[src/logic/dmrm_pkg.sv]
// Constants for the drive register map: addresses, fields, codes.
// Assumes a neighbouring framer delivers decoded register requests.
package dmrm_pkg;
  // Special register addresses
  localparam logic [15:0] DMRM_CMD_ADDR   = 16'h2000;
  localparam logic [15:0] DMRM_FREQ_ADDR  = 16'h2001;
  localparam logic [15:0] DMRM_CTRL_ADDR  = 16'h2002;
  localparam logic [15:0] DMRM_WARN_ADDR  = 16'h2100;
  localparam logic [15:0] DMRM_STAT_ADDR  = 16'h2101;
  localparam logic [7:0]  DMRM_CMD_GROUP  = 8'h20;
  localparam logic [7:0]  DMRM_STAT_GROUP = 8'h21;
  // Function codes
  localparam logic [7:0]  DMRM_FN_READ    = 8'h03;
  localparam logic [7:0]  DMRM_FN_WR1     = 8'h06;
  localparam logic [7:0]  DMRM_FN_WRN     = 8'h10;
  localparam logic [7:0]  DMRM_MAX_WORDS  = 8'h14;
  // Exception codes
  localparam logic [7:0]  DMRM_EXC_NONE   = 8'h00;
  localparam logic [7:0]  DMRM_EXC_FUNC   = 8'h01;
  localparam logic [7:0]  DMRM_EXC_ADDR   = 8'h02;
  localparam logic [7:0]  DMRM_EXC_COUNT  = 8'h03;
  // Command word fields
  localparam int DMRM_RUN_LSB   = 0;
  localparam int DMRM_DIR_LSB   = 4;
  localparam int DMRM_ACC_LSB   = 6;
  localparam int DMRM_SPD_LSB   = 8;
  localparam int DMRM_F0611_BIT = 12;
  localparam int DMRM_SRC_LSB   = 13;
  // Control word fields
  localparam int DMRM_EF_BIT    = 0;
  localparam int DMRM_RST_BIT   = 1;
  localparam int DMRM_BB_BIT    = 2;
  // Frame check
  localparam logic [15:0] DMRM_CRC_INIT   = 16'hffff;
  localparam logic [15:0] DMRM_CRC_POLY   = 16'ha001;
  // Reset values
  localparam logic [15:0] DMRM_WORD_RST   = 16'h0000;
endpackage

[src/logic/dmrm_regmap.sv]
// Drive register map behind a decoded Modbus request port, plus RTU frame check.
// Assumes framer, status sources and parameter store run on mclk.
// How it works
// - Parameter address splits into group and index
// - Bits 7:6 choose acceleration time set
// - Bits 11:8 choose master or stage speed
// - Bit 12 set enables the linked function
// - Bits 14:13 set or change operation source
// - Control word: external fault, reset, output block
// - Status bits 1:0 report run state
// - Status bits 4:3 report direction
// - Frame check from ones, reflected, low first
// - Single write echoes; multiple write max 20
module dmrm_regmap
  import dmrm_pkg::*;
(
  input  wire logic        mclk,
  input  wire logic        reset_n,
  input  wire logic        req_valid,
  input  wire logic [7:0]  req_func,
  input  wire logic [15:0] req_addr,
  input  wire logic [15:0] req_data,
  input  wire logic [7:0]  req_count,
  output logic             rsp_valid_q,
  output logic [7:0]       rsp_func_q,
  output logic [15:0]      rsp_addr_q,
  output logic [15:0]      rsp_data_q,
  output logic [7:0]       rsp_exc_q,
  output logic             param_wr_q,
  output logic [7:0]       param_group_q,
  output logic [7:0]       param_index_q,
  output logic [15:0]      param_wdata_q,
  output logic             param_rd,
  output logic [7:0]       param_rd_group,
  output logic [7:0]       param_rd_index,
  input  wire logic [15:0] param_rdata,
  output logic             run_stb_q,
  output logic [1:0]       run_code_q,
  output logic             dir_stb_q,
  output logic [1:0]       dir_code_q,
  output logic [1:0]       accel_set_q,
  output logic [3:0]       speed_sel_q,
  output logic             func0611_stb_q,
  output logic             op_src_stb_q,
  output logic [1:0]       op_src_code_q,
  output logic [15:0]      freq_setpoint_q,
  output logic             external_fault_input_q,
  output logic             fault_reset_stb_q,
  output logic             output_block_stb_q,
  input  wire logic [7:0]  warn_code,
  input  wire logic [7:0]  error_code,
  input  wire logic [1:0]  run_state,
  input  wire logic        jog_active,
  input  wire logic [1:0]  run_direction,
  input  wire logic        crc_clear,
  input  wire logic        crc_byte_valid,
  input  wire logic [7:0]  crc_byte,
  output logic [15:0]      crc_q,
  output logic [7:0]       crc_tx_first,
  output logic [7:0]       crc_tx_second
);

  logic        rsp_valid_d;
  logic [7:0]  rsp_func_d;
  logic [15:0] rsp_addr_d;
  logic [15:0] rsp_data_d;
  logic [7:0]  rsp_exc_d;
  logic        param_wr_d;
  logic [7:0]  param_group_d;
  logic [7:0]  param_index_d;
  logic [15:0] param_wdata_d;
  logic        run_stb_d;
  logic [1:0]  run_code_d;
  logic        dir_stb_d;
  logic [1:0]  dir_code_d;
  logic [1:0]  accel_set_d;
  logic [3:0]  speed_sel_d;
  logic        func0611_stb_d;
  logic        op_src_stb_d;
  logic [1:0]  op_src_code_d;
  logic [15:0] freq_setpoint_d;
  logic        ext_fault_d;
  logic        fault_reset_stb_d;
  logic        output_block_stb_d;
  logic [15:0] crc_d;
  logic        is_special;
  logic        is_write;
  logic [15:0] crc_stage [0:8];
  logic [15:0] status_word;

  assign is_special = (req_addr[15:8] == DMRM_CMD_GROUP) || (req_addr[15:8] == DMRM_STAT_GROUP);
  assign is_write   = (req_func == DMRM_FN_WR1) ||
                      ((req_func == DMRM_FN_WRN) && (req_count != 8'h00) && (req_count <= DMRM_MAX_WORDS));
  assign status_word = {11'h000, run_direction, jog_active, run_state};

  // Parameter reads answered from the store in the same cycle
  assign param_rd       = req_valid && (req_func == DMRM_FN_READ) && !is_special;
  assign param_rd_group = req_addr[15:8];
  assign param_rd_index = req_addr[7:0];

  // Eight reflected shift steps per byte
  assign crc_stage[0] = crc_q ^ {8'h00, crc_byte};
  genvar gi;
  generate
    for (gi = 0; gi < 8; gi++) begin : g_crc
      assign crc_stage[gi+1] = crc_stage[gi][0] ? ((crc_stage[gi] >> 1) ^ DMRM_CRC_POLY)
                                                 : (crc_stage[gi] >> 1);
    end
  endgenerate
  assign crc_tx_first  = crc_q[7:0];
  assign crc_tx_second = crc_q[15:8];

  always_comb begin
    rsp_valid_d        = 1'b0;
    rsp_func_d         = rsp_func_q;
    rsp_addr_d         = rsp_addr_q;
    rsp_data_d         = rsp_data_q;
    rsp_exc_d          = rsp_exc_q;
    param_wr_d         = 1'b0;
    param_group_d      = param_group_q;
    param_index_d      = param_index_q;
    param_wdata_d      = param_wdata_q;
    run_stb_d          = 1'b0;
    run_code_d         = run_code_q;
    dir_stb_d          = 1'b0;
    dir_code_d         = dir_code_q;
    accel_set_d        = accel_set_q;
    speed_sel_d        = speed_sel_q;
    func0611_stb_d     = 1'b0;
    op_src_stb_d       = 1'b0;
    op_src_code_d      = op_src_code_q;
    freq_setpoint_d    = freq_setpoint_q;
    ext_fault_d        = external_fault_input_q;
    fault_reset_stb_d  = 1'b0;
    output_block_stb_d = 1'b0;
    crc_d              = crc_q;
    if (crc_clear) begin
      crc_d = DMRM_CRC_INIT;
    end else if (crc_byte_valid) begin
      crc_d = crc_stage[8];
    end
    if (req_valid) begin
      rsp_valid_d = 1'b1;
      rsp_func_d  = req_func;
      rsp_addr_d  = req_addr;
      rsp_data_d  = req_data;
      rsp_exc_d   = DMRM_EXC_NONE;
      if (req_func == DMRM_FN_READ) begin
        if (!is_special) begin
          rsp_data_d = param_rdata;
        end else if (req_addr == DMRM_WARN_ADDR) begin
          rsp_data_d = {warn_code, error_code};
        end else if (req_addr == DMRM_STAT_ADDR) begin
          rsp_data_d = status_word;
        end else begin
          rsp_data_d = DMRM_WORD_RST;
          rsp_exc_d  = DMRM_EXC_ADDR;
        end
      end else if (is_write) begin
        if (!is_special) begin
          param_wr_d    = 1'b1;
          param_group_d = req_addr[15:8];
          param_index_d = req_addr[7:0];
          param_wdata_d = req_data;
        end else if (req_addr == DMRM_CMD_ADDR) begin
          run_code_d     = req_data[DMRM_RUN_LSB +: 2];
          run_stb_d      = (req_data[DMRM_RUN_LSB +: 2] != 2'b00);
          dir_code_d     = req_data[DMRM_DIR_LSB +: 2];
          dir_stb_d      = (req_data[DMRM_DIR_LSB +: 2] != 2'b00);
          accel_set_d    = req_data[DMRM_ACC_LSB +: 2];
          speed_sel_d    = req_data[DMRM_SPD_LSB +: 4];
          func0611_stb_d = req_data[DMRM_F0611_BIT];
          op_src_code_d  = req_data[DMRM_SRC_LSB +: 2];
          op_src_stb_d   = (req_data[DMRM_SRC_LSB +: 2] != 2'b00);
        end else if (req_addr == DMRM_FREQ_ADDR) begin
          freq_setpoint_d = req_data;
        end else if (req_addr == DMRM_CTRL_ADDR) begin
          ext_fault_d        = req_data[DMRM_EF_BIT];
          fault_reset_stb_d  = req_data[DMRM_RST_BIT];
          output_block_stb_d = req_data[DMRM_BB_BIT];
        end else begin
          rsp_exc_d = DMRM_EXC_ADDR;
        end
      end else if (req_func == DMRM_FN_WRN) begin
        rsp_exc_d = DMRM_EXC_COUNT;
      end else begin
        rsp_exc_d = DMRM_EXC_FUNC;
      end
    end
  end

  always_ff @(posedge mclk or negedge reset_n) begin
    if (!reset_n) begin
      rsp_valid_q            <= 1'b0;
      rsp_func_q             <= 8'h00;
      rsp_addr_q             <= DMRM_WORD_RST;
      rsp_data_q             <= DMRM_WORD_RST;
      rsp_exc_q              <= DMRM_EXC_NONE;
      param_wr_q             <= 1'b0;
      param_group_q          <= 8'h00;
      param_index_q          <= 8'h00;
      param_wdata_q          <= DMRM_WORD_RST;
      run_stb_q              <= 1'b0;
      run_code_q             <= 2'h0;
      dir_stb_q              <= 1'b0;
      dir_code_q             <= 2'h0;
      accel_set_q            <= 2'h0;
      speed_sel_q            <= 4'h0;
      func0611_stb_q         <= 1'b0;
      op_src_stb_q           <= 1'b0;
      op_src_code_q          <= 2'h0;
      freq_setpoint_q        <= DMRM_WORD_RST;
      external_fault_input_q <= 1'b0;
      fault_reset_stb_q      <= 1'b0;
      output_block_stb_q     <= 1'b0;
      crc_q                  <= DMRM_CRC_INIT;
    end else begin
      rsp_valid_q            <= rsp_valid_d;
      rsp_func_q             <= rsp_func_d;
      rsp_addr_q             <= rsp_addr_d;
      rsp_data_q             <= rsp_data_d;
      rsp_exc_q              <= rsp_exc_d;
      param_wr_q             <= param_wr_d;
      param_group_q          <= param_group_d;
      param_index_q          <= param_index_d;
      param_wdata_q          <= param_wdata_d;
      run_stb_q              <= run_stb_d;
      run_code_q             <= run_code_d;
      dir_stb_q              <= dir_stb_d;
      dir_code_q             <= dir_code_d;
      accel_set_q            <= accel_set_d;
      speed_sel_q            <= speed_sel_d;
      func0611_stb_q         <= func0611_stb_d;
      op_src_stb_q           <= op_src_stb_d;
      op_src_code_q          <= op_src_code_d;
      freq_setpoint_q        <= freq_setpoint_d;
      external_fault_input_q <= ext_fault_d;
      fault_reset_stb_q      <= fault_reset_stb_d;
      output_block_stb_q     <= output_block_stb_d;
      crc_q                  <= crc_d;
    end
  end
endmodule // dmrm_regmap

[config.mk]
export PLATFORM = sky130hd
export DESIGN_NAME = dmrm_regmap
export DESIGN_NICKNAME = d
export VERILOG_FILES = /design/src/logic/dmrm_pkg.sv /design/src/logic/dmrm_regmap.sv
export SDC_FILE = /design/constraint.sdc
export NUM_CORES = 1
export LEC_CHECK = 0
export ABC_AREA = 1
export BUFFER_PORTS_ARGS = -buffer_cell sky130_fd_sc_hd__buf_2
export CORE_ASPECT_RATIO = 1.1
export CORE_UTILIZATION = 35
export DETAILED_ROUTE_END_ITERATION = 8
export PLACE_DENSITY_LB_ADDON = 0.25
export SETUP_SLACK_MARGIN = 0.02
export SLEW_MARGIN = 10
export SYNTH_ARGS = -nofsm -noshare
export SYNTH_HDL_FRONTEND = slang
export SYNTH_SLANG_ARGS = --single-unit
[constraint.sdc]
create_clock -name mclk -period 2.2 [get_ports mclk]
set_clock_uncertainty 0.2 [all_clocks]
set_input_delay 0.11 -clock mclk [delete_from_list [all_inputs] [get_ports mclk]]
set_output_delay 0.11 -clock mclk [all_outputs]
set_load 0.05 [all_outputs]
==> flow_metrics.py, run 1 <==
metrics = {
    "status": {
        "status": "finished with violations",
        "violations": "hold timing",
    },
    "power": {
        "leakage_nw": 4.81,
        "power_mw": 7.22,
        "power_switching_mw": 2.22,
        "p_int_mw": 5.00,
        "combPwrFrac_pct": 20.8,
        "switching_share_pct": 30.8,
        "p_seq_share_pct": 35.6,
        "powerDensity_mw_per_mm2": 781,
        "clock_power_share_pct": 43.6,
        "ir_drop_v": 0.000538,
    },
    "drt": {
        "dr.pass1.iters": 5,
        "wire_per_inst_um": 14.1,
        "drt-initial-drc-count": 306,
        "wirelength_um": 19400,
        "routed-via-count": 6152,
        "avgViaCountPerCell": 4.49,
        "antenna_left": 0,
        "drt_drc_violations_left": 0,
    },
    "synthesis": {
        "synthFlopType": "dfrtp_1",
        "synth-seq-cells": 127,
        "synth.avg_cell_area_um2": 7.86,
        "synth-seq-area-share_pct": 51.5,
        "synth_area_leaders": "dfrtp_1 (45%), nand2_1 (13%), inv_1 (8.7%)",
        "post_synth_inst_count": 790,
        "netlist_area_mm2": 0.00621,
        "synth_edf_count": 0,
        "yosys_warnings": 0,
        "synth_top_cell_area_share_pct": 44.7,
        "ys_types": 37,
        "synthArstFlopShare_pct": 100,
        "yosys.area.top_type": "dfrtp_1",
    },
    "layout": {
        "synthToLayoutAreaGrowth_pct": 48.8,
        "multi_input_area_mm2": 0.00205,
        "num-fill-cells": 1634,
        "final_area_mm2": 0.00924,
        "nNetsFinal": 1221,
        "final_layout_size_suffix_gt1_share_pct": 29.8,
        "seq_area_mm2": 0.00320,
    },
    "timing": {
        "slew_headroom_pct": 62.5,
        "fin_crit_sh_pct": 94.0,
        "setup-tns-final_ns": 0,
        "setup_viol": 0,
        "period_needed_ns": 2.07,
        "worstMarginPinSlew_ns": 0.562,
        "max_freq_mhz": 484,
        "slew_violations": 0,
        "finalHoldViolCount": 1,
        "rsz0062_at_grt": "false",
        "fin_hold_ws_ns": -0.00395,
    },
    "global_routing": {
        "grt_pass1_vias": 5967,
        "overflow": 0,
        "grt_start_max_net_pins": 52,
        "grt_use_total_pct": 21.9,
        "antenna_found_initial": 1,
        "grt_pass1_wl_um": 30500,
    },
    "cts": {
        "clock_latency_ns": 0.41,
        "cts_tree": "yes",
        "htreeDepth": 4,
        "clockBufferDepth": 2,
        "post-cts-setup-buffers": 0,
        "cts_root_buf": "clkbuf_16",
        "cts-buffers-inserted": 17,
        "clk_pin_slew_worst_paths_ns": 0.06,
        "cts_num_sinks": 127,
    },
    "critical_path": {
        "path_max_fanout": 24,
        "crit_type": "input pin to flop",
        "timing.rr.end": "crc_q[0]$_DFFE_PN1P_",
        "r2r_start": "crc_q[5]$_DFFE_PN1P_",
        "startpoint_type": "input pin",
        "ff2ff_path_depth": 15,
        "cp-end-kind": "flop",
        "cp.required_ns": 2.31,
        "reg2reg_slack_ns": 0.33,
        "arrival_ns": 2.18,
    },
    "die": {
        "coreArea_mm2": 0.0172,
        "start_util_pct": 36.1,
        "die_h_um": 142,
        "die_area_mm2": 0.0183,
        "row_count": 50,
        "ioPinCount": 264,
        "die_w_um": 129,
    },
    "place": {
        "gp_congestion": 0.771,
        "io_buffer_count": 257,
        "dpl_cell_area_mm2": 0.00757,
        "dp_hpwl_um": 13500,
    },
    "job": {
        "drv_cap": 0,
    },
    "worst_hold_path": {
        "min_path_type": "input pin to asynchronous set/reset pin",
    },
}
Yosys cell counts, drive strengths merged, types with 2 or more instances:
library cell / instances
or2: 2
nor2: 61
nand3: 35
o22ai: 5
nand4: 10
o2111ai: 3
dfstp: 16
o21ai: 63
dfrtp: 111
buf: 53
a21oi: 27
o211ai: 4
clkbuf: 11
inv: 148
a22oi: 5
nand2: 219
xnor2: 2
nor3: 7
kinds of logic after synthesis:
kind of cell              Yosys count  share of synthesized area, %
other                               1                        0.0604
and+or+nand+nor                   337                          22.4
xor gates and xnor gates            3                         0.423
buffers and inverters             213                          16.0
DFF                               127                          51.5
AOI/OAI and AO/OA                 109                          9.59
sequential cells by signal, summed over array words and instances, names as in the netlist, 2 cells and up:
register,count
run_code_q,2
rsp_addr_q,16
param_group_q,8
accel_set_q,2
rsp_data_q,16
speed_sel_q,4
rsp_func_q,8
param_wdata_q,16
dir_code_q,2
param_index_q,8
op_src_code_q,2
freq_setpoint_q,16
crc_q,16
rsp_exc_q,2
stage by stage:
step	util [%]	std cells	hold WS, ns	setup WS [ns]
floorplan	-	795	-0.386	0.291
global placement	44.0	1239	-0.126	0.273
detailed placement	44.0	1239	-0.129	0.236
CTS	53.6	1370	0.00000899	0.131
global route	53.7	1371	0.0156	0.0363
finish	53.7	1371	-0.00395	0.133
area by class of cell:
class / count / area share, %
multi-input cells: 455 / 22.1
clock buffers: 19 / 4.90
inverters: 149 / 6.05
well taps: 234 / 3.17
clock inverters: 13 / 2.26
flip-flops and latches: 127 / 34.6
repair buffers: 373 / 26.8
diodes: 1 / 0.0271
critical path, stage by stage:
cell and delay (ns):
buf_2 0.10, dlygate4sd3_1 0.54, inv_1 0.06, o21ai_2 0.29, nand3_4 0.13, buf_6 0.20, o21ai_1 0.13, dlygate4sd3_1 0.58
inv_2 0.03
cells in the final DEF (no fill, tap or decap), drive strengths merged, types with 10 or more instances in the layout:
master / count
nor2: 61
o21ai: 63
dfstp: 16
clkbuf: 19
dlygate4sd3: 99
nand3: 35
dfrtp: 111
nand2: 219
nand4: 10
buf: 274
inv: 150
a21oi: 27
worst max-delay path by stage:
stage                                    start                           end  slack (ns)  cells past startpoint
final                              req_func[2]  param_group_q[1]$_DFFE_PN0P_        0.13                      9
after global routing               req_func[2]  param_group_q[5]$_DFFE_PN0P_        0.04                      9
after CTS                          req_func[2]  param_group_q[1]$_DFFE_PN0P_        0.13                      9
after detailed placement          req_count[3]  param_group_q[4]$_DFFE_PN0P_        0.24                     10
after global placement            req_count[3]  param_index_q[2]$_DFFE_PN0P_        0.27                     10
after floorplan           crc_q[4]$_DFFE_PN1P_          crc_q[0]$_DFFE_PN1P_        0.29                     15
routing by layer:
layer,global-route usage [%],wire (um)
met1,27.5,8470
met2,36.2,9420
met3,4.94,999
met4,9.23,468
met5,0,0
repair_timing:
action,CTS,global route
setup endpoints to repair,0,13
hold buffers,99,0
resized for setup,0,5
endpoints found under the hold margin,243,0
power by group through the flow:
stage / sequential, mW / combinational [mW] / clock (mW)
after floorplan: 3.05 / 0.526 / 0
after CTS: 2.57 / 1.50 / 3.21
after detailed placement: 2.60 / 1.35 / 0
after global routing: 2.59 / 1.61 / 3.32
after global placement: 2.60 / 1.34 / 0
final: 2.57 / 1.50 / 3.15
(Power assumes the default switching activity.)
==> run 2, diff against run 1 <==
--- a/config.mk
+++ b/config.mk
@@ -10,8 +10,8 @@
 export CORE_ASPECT_RATIO = 1.1
 export CORE_UTILIZATION = 35
 export DETAILED_ROUTE_END_ITERATION = 8
-export PLACE_DENSITY_LB_ADDON = 0.25
-export SETUP_SLACK_MARGIN = 0.02
+export PLACE_DENSITY = 0.65
+export SETUP_SLACK_MARGIN = 0.4
 export SLEW_MARGIN = 10
 export SYNTH_ARGS = -nofsm -noshare
 export SYNTH_HDL_FRONTEND = slang
==> constraint.sdc (replaced) <==
create_clock -name mclk -period 2.6 [get_ports mclk]
set_clock_uncertainty 0.2 [all_clocks]
set_input_delay 0.13 -clock mclk [delete_from_list [all_inputs] [get_ports mclk]]
set_output_delay 0.13 -clock mclk [all_outputs]
set_load 0.05 [all_outputs]
==> run 2 against run 1 <==
The run now ends clean. Flip-flop and latch count stayed put. Register-to-register slack better by 0.38 ns. First-iteration DRC count is 19% higher. Worst setup slack better by 0.30 ns. Clock power is 24% lower. Core utilization is 0.14 points lower. Combinational power is 15% lower. Via count is 2.4% higher. Largest cell class unchanged.
==> flow_metrics.py, run 2 (synthesis gave the netlist of run 1 again) <==
metrics = {
    "critical_path": {
        "crit_chain": "dlygate4sd3_1 > buf_2 > nor2_1 > nand2_1 > inv_2 > nand3_2 > nor2_4 > buf_8 > nand3_1 > nand4_1 > dlygate4sd3_1",
        "path_buf_inv": 5,
        "startpoint_type": "input pin",
        "path_max_fanout": 8,
        "cpMostUsedCell": "dlygate4sd3_1",
        "cp-end-kind": "flop",
        "r2r_start": "crc_q[6]$_DFFE_PN1P_",
        "setup.worst_path.start": "req_addr[6]",
        "cp.required_ns": 2.76,
        "crit_type": "input pin to flop",
        "slowest_stage": "dlygate4sd3_1",
        "crit_family": "buffers and inverters",
        "cp_slowest_stage_delay_ns": 0.55,
        "arrival_ns": 2.32,
    },
    "place": {
        "dp_cells": 1236,
        "io_buffer_count": 257,
        "gp_congestion": 0.861,
        "dp_slack_ns": 0.320,
        "dp_hpwl_um": 13900,
    },
    "die": {
        "coreArea_mm2": 0.0172,
        "die_h_um": 142,
        "die_w_um": 129,
        "start_util_pct": 36.1,
        "die_area_mm2": 0.0183,
        "ioPinCount": 264,
        "row_count": 50,
    },
    "timing": {
        "slew_headroom_pct": 63.2,
        "fin_crit_sh_pct": 83.3,
        "max_freq_mhz": 462,
        "setup-tns-final_ns": 0,
        "slew_violations": 0,
        "period_needed_ns": 2.17,
        "worstMarginPinSlew_ns": 0.553,
        "setup_viol": 0,
        "rsz0062_at_grt": "true",
        "finalHoldViolCount": 0,
        "setup_ws_ns": 0.435,
    },
    "power": {
        "ir_drop_v": 0.000429,
        "powerDensity_mw_per_mm2": 634,
        "power_mw": 5.85,
        "leakage_nw": 4.78,
    },
    "worst_hold_path": {
        "min_path_type": "input pin to asynchronous set/reset pin",
    },
    "drt": {
        "antenna_left": 0,
        "routed-via-count": 6297,
        "avgViaCountPerCell": 4.58,
        "wirelength_um": 20700,
        "wire_per_inst_um": 15.1,
        "dr.pass1.iters": 5,
        "drt_drc_violations_left": 0,
        "drt-initial-drc-count": 364,
    },
    "global_routing": {
        "grt_start_max_net_pins": 52,
        "overflow": 0,
        "grt_pass1_vias": 6140,
        "grt_use_total_pct": 23.0,
        "antenna_found_initial": 2,
        "grt_pass1_wl_um": 31500,
    },
    "cts": {
        "clock_latency_ns": 0.42,
        "cts-buffers-inserted": 17,
        "clk_pin_slew_worst_paths_ns": 0.06,
        "clockBufferDepth": 2,
        "cts_tree": "yes",
        "cts_num_sinks": 127,
        "cts_root_buf": "clkbuf_16",
        "htreeDepth": 4,
    },
    "layout": {
        "final_layout_size_suffix_gt1_share_pct": 29.8,
        "final_cell_mix": "buf_2 (256), nand2_1 (219), inv_1 (143)",
        "nNetsFinal": 1228,
        "finalNonFillerCells": 1375,
        "final_common_cell": "buf_2",
        "synthToLayoutAreaGrowth_pct": 48.4,
    },
    "status": {
        "status": "finished clean",
    },
    "job": {
        "drv_cap": 0,
    },
}
run 2: final timing paths:
check / slack, ns / end / cells after the start
setup / recovery: 0.43 / rsp_data_q[6]$_DFFE_PN0P_ / 11
hold / removal: 0.008 / run_stb_q$_DFF_PN0_ / 2
setup reg to reg: 0.71 / crc_q[0]$_DFFE_PN1P_ / 10
hold reg to reg: 0.27 / rsp_addr_q[7]$_DFFE_PN0P_ / 2
max in group asynchronous: 1.37 / rsp_exc_q[0]$_DFFE_PN0P_ / 3
min in group mclk: 0.04 / rsp_exc_q[0]$_DFFE_PN0P_ / 4
run 2: layout make-up:
class | count | area (um^2)
clock inverters | 7 | 111
diodes | 1 | 2.50
inverters | 149 | 559
multi-input cells | 456 | 2090
flip-flops and latches | 127 | 3200
well taps | 234 | 293
fillers | 1596 | 7990
repair buffers | 379 | 2490
clock buffers | 22 | 474
run 2: worst register-to-register path, stage by stage, from the launching register on:
cell     delay (ns)
dfstp_2        0.59
xor2_1         0.28
nand3_1        0.11
nand2_1        0.10
nand3_1        0.12
nand2_1        0.13
nand2_1        0.08
nand3_1        0.08
nand2_1        0.05
nand2_1        0.05
nand2_1        0.04
run 2: power by group:
group | switching [mW] | internal (mW) | total (mW)
logic | 0.911 | 0.363 | 1.27
clock network | 0.842 | 1.56 | 2.40
registers | 0.0687 | 2.10 | 2.17
run 2: repair_timing:
item | CTS | global route
endpoints found under the setup margin | 0 | 60
hold buffers | 98 | 3
gates resized for setup | 0 | 10
endpoints found under the hold margin | 232 | 3
setup buffers | 0 | 9
run 2: stage by stage:
step                utilization [%]  instance area (um^2)  hold slack [ns]
detailed placement             43.6                  7500           -0.112
global placement               43.6                  7500           -0.111
CTS                            52.7                  9060          0.00749
global route                   53.6                  9220           0.0450
floorplan                         -                  6230           -0.366
finish                         53.6                  9220          0.00793
run 2: metal layers:
metal  vias to the layer above  GRT usage [%]  share of wire [%]
li1                       3061              -                  -
met1                      2950           27.7                 42
met2                       231           37.8                 49
met3                        53           6.11                5.6
met4                         2           11.3                3.1
met5                         -              0              0.063
==> run 3, diff against run 2 <==
==> constraint.sdc (replaced) <==
create_clock -name mclk -period 2.1 [get_ports mclk]
set_clock_uncertainty 0.2 [all_clocks]
set_input_delay 0.105 -clock mclk [delete_from_list [all_inputs] [get_ports mclk]]
set_output_delay 0.105 -clock mclk [all_outputs]
set_load 0.05 [all_outputs]
==> run 3 against run 2 <==
The run now ends with hold timing left. Worst setup slack worse by 0.18 ns. Critical path depth up 2. First-iteration DRC count fell by 11%. Register-to-register slack lost 0.46 ns. Flip-flop and latch count unchanged. Sequential power increased by 24%. Combinational power up 36%. Core utilization increased by 1.9 points. Final cell count up 1.1%. Highest routed layer is now met4. Total power increased by 23%.
==> flow_metrics.py, run 3 (synthesis gave the netlist of run 1 again) <==
metrics = {
    "timing": {
        "setup_viol": 0,
        "rsz0062_at_grt": "true",
        "period_needed_ns": 1.85,
        "fin_hold_ws_ns": -0.0181,
        "max_freq_mhz": 541,
        "setup-tns-final_ns": 0,
        "fin_crit_sh_pct": 87.9,
        "worstMarginPinSlew_ns": 0.565,
        "slew_violations": 0,
        "finalHoldViolCount": 1,
        "slew_headroom_pct": 62.4,
    },
    "layout": {
        "final_layout_size_suffix_gt1_share_pct": 34.0,
        "nNetsFinal": 1240,
        "num-fill-cells": 1519,
        "final_area_mm2": 0.00954,
        "final_util_pct": 55.5,
        "seq_area_mm2": 0.00321,
        "multi_input_area_mm2": 0.00223,
        "final_common_cell": "buf_2",
        "synthToLayoutAreaGrowth_pct": 53.6,
        "final_cell_mix": "buf_2 (253), nand2_1 (195), inv_1 (133)",
    },
    "worst_hold_path": {
        "hold_depth": 6,
        "min_path_type": "input pin to flop",
        "hold_path.startpoint": "req_addr[0]",
        "holdPathEnd": "func0611_stb_q$_DFF_PN0_",
    },
    "cts": {
        "clock_latency_ns": 0.42,
        "cts_tree": "yes",
        "clockBufferDepth": 2,
        "htreeDepth": 4,
        "cts_root_buf": "clkbuf_16",
        "cts-buffers-inserted": 17,
        "clk_pin_slew_worst_paths_ns": 0.06,
        "cts_num_sinks": 127,
    },
    "drt": {
        "wirelength_um": 20700,
        "drt-initial-drc-count": 324,
        "antenna_left": 0,
        "dr.pass1.iters": 4,
        "drt_drc_violations_left": 0,
        "routed-via-count": 6269,
        "wire_per_inst_um": 14.9,
        "avgViaCountPerCell": 4.51,
    },
    "die": {
        "die_area_mm2": 0.0183,
        "start_util_pct": 36.1,
        "die_w_um": 129,
        "row_count": 50,
        "ioPinCount": 264,
        "die_h_um": 142,
        "coreArea_mm2": 0.0172,
    },
    "critical_path": {
        "cp.required_ns": 2.23,
        "r2r_start": "crc_q[0]$_DFFE_PN1P_",
        "slowest_stage": "dfstp_4",
        "arrival_ns": 1.98,
        "crit_family": "flip-flops",
        "ff2ff_path_depth": 13,
        "reg2reg_slack_ns": 0.25,
        "cp_slowest_stage_delay_ns": 0.64,
        "crit_type": "flop to flop",
        "cp-end-kind": "flop",
        "path_buf_inv": 2,
        "startpoint_type": "flop",
        "crit_chain": "inv_2 > nand2_1 > nand2_2 > nand2_2 > nand2_4 > inv_4 > nand2_4 > nand2_2 > nand2_4 > nand2_4 > nand2_2 > a21oi_1 > a21oi_1",
        "timing.rr.end": "crc_q[15]$_DFFE_PN1P_",
        "path_max_fanout": 5,
    },
    "power": {
        "powerDensity_mw_per_mm2": 754,
        "p_seq_share_pct": 37.4,
        "p_int_mw": 4.79,
        "clock_power_share_pct": 38.5,
        "combPwrFrac_pct": 24.1,
        "ir_drop_v": 0.000538,
        "power_switching_mw": 2.40,
        "leakage_nw": 4.89,
        "switching_share_pct": 33.4,
        "power_mw": 7.19,
    },
    "status": {
        "status": "finished with violations",
        "violations": "hold timing",
    },
    "global_routing": {
        "grt_start_max_net_pins": 52,
        "grt_use_total_pct": 22.6,
        "antenna_found_initial": 0,
        "grt_pass1_wl_um": 30800,
        "overflow": 0,
        "grt_pass1_vias": 5936,
    },
    "job": {
        "drv_cap": 0,
    },
    "place": {
        "dpl_cell_area_mm2": 0.00759,
        "io_buffer_count": 257,
        "dp_hpwl_um": 13700,
        "gp_congestion": 0.852,
    },
}
[run 3: stage by stage]
step	hold WS [ns]	instances	worst slack [ns]
floorplan	-0.391	795	0.240
global placement	-0.120	1239	0.179
detailed placement	-0.117	1239	0.130
CTS	-0.313	1379	0.236
global route	-0.00546	1389	0.147
finish	-0.0181	1390	0.253
[run 3: worst max-delay path by stage]
stage / startpoint / end / slack, ns / cells after the start
3_5_place_dp: crc_q[0]$_DFFE_PN1P_ / crc_q[0]$_DFFE_PN1P_ / 0.13 / 15
3_3_place_gp: crc_q[0]$_DFFE_PN1P_ / crc_q[0]$_DFFE_PN1P_ / 0.18 / 15
4_1_cts: crc_q[0]$_DFFE_PN1P_ / crc_q[0]$_DFFE_PN1P_ / 0.24 / 15
6_report: crc_q[0]$_DFFE_PN1P_ / crc_q[15]$_DFFE_PN1P_ / 0.25 / 13
2_1_floorplan: crc_q[1]$_DFFE_PN1P_ / crc_q[0]$_DFFE_PN1P_ / 0.24 / 15
5_1_grt: crc_q[0]$_DFFE_PN1P_ / crc_q[0]$_DFFE_PN1P_ / 0.15 / 15
[run 3: cell type report]
cell class | instances | share of cell area [%]
flip-flops and latches | 127 | 33.6
repair buffers | 392 | 28.2
multi-input cells | 455 | 23.4
inverters | 149 | 5.89
clock buffers | 18 | 4.60
well taps | 234 | 3.07
clock inverters | 14 | 1.26
diodes | 1 | 0.0262
[run 3: power groups by stage]
stage | Sequential, mW | Combinational [mW] | Clock [mW]
after floorplan | 3.20 | 0.555 | 0
after CTS | 2.69 | 1.62 | 2.84
after global routing | 2.71 | 1.85 | 2.94
final | 2.69 | 1.73 | 2.77
after global placement | 2.73 | 1.42 | 0
after detailed placement | 2.73 | 1.43 | 0
[run 3: worst reg2reg max path, delay by kind of cell (launching register included)]
family,cells,cell delay (ns)
compound gates,2,0.21
buf+inv,2,0.11
flops,1,0.64
simple gates,9,0.60
[run 3: layer usage]
| metal | up-vias | global-route usage (%) | part of all wire (%) |
|---|---|---|---|
| met2 | 256 | 36.6 | 49 |
| met4 | 0 | 12.0 | 4.2 |
| met3 | 63 | 5.35 | 6.1 |
| met1 | 2854 | 28.0 | 41 |
| li1 | 3096 | - | - |
| met5 | - | 0 | 0 |
[run 3: timing repair]
action | 4_1_cts | 5_1_grt
setup buffers | 5 | 6
setup endpoints to repair | 4 | 97
hold buffers | 103 | 5
gates resized for setup | 13 | 56
hold endpoints to repair | 252 | 4
pin swaps | 8 | 19
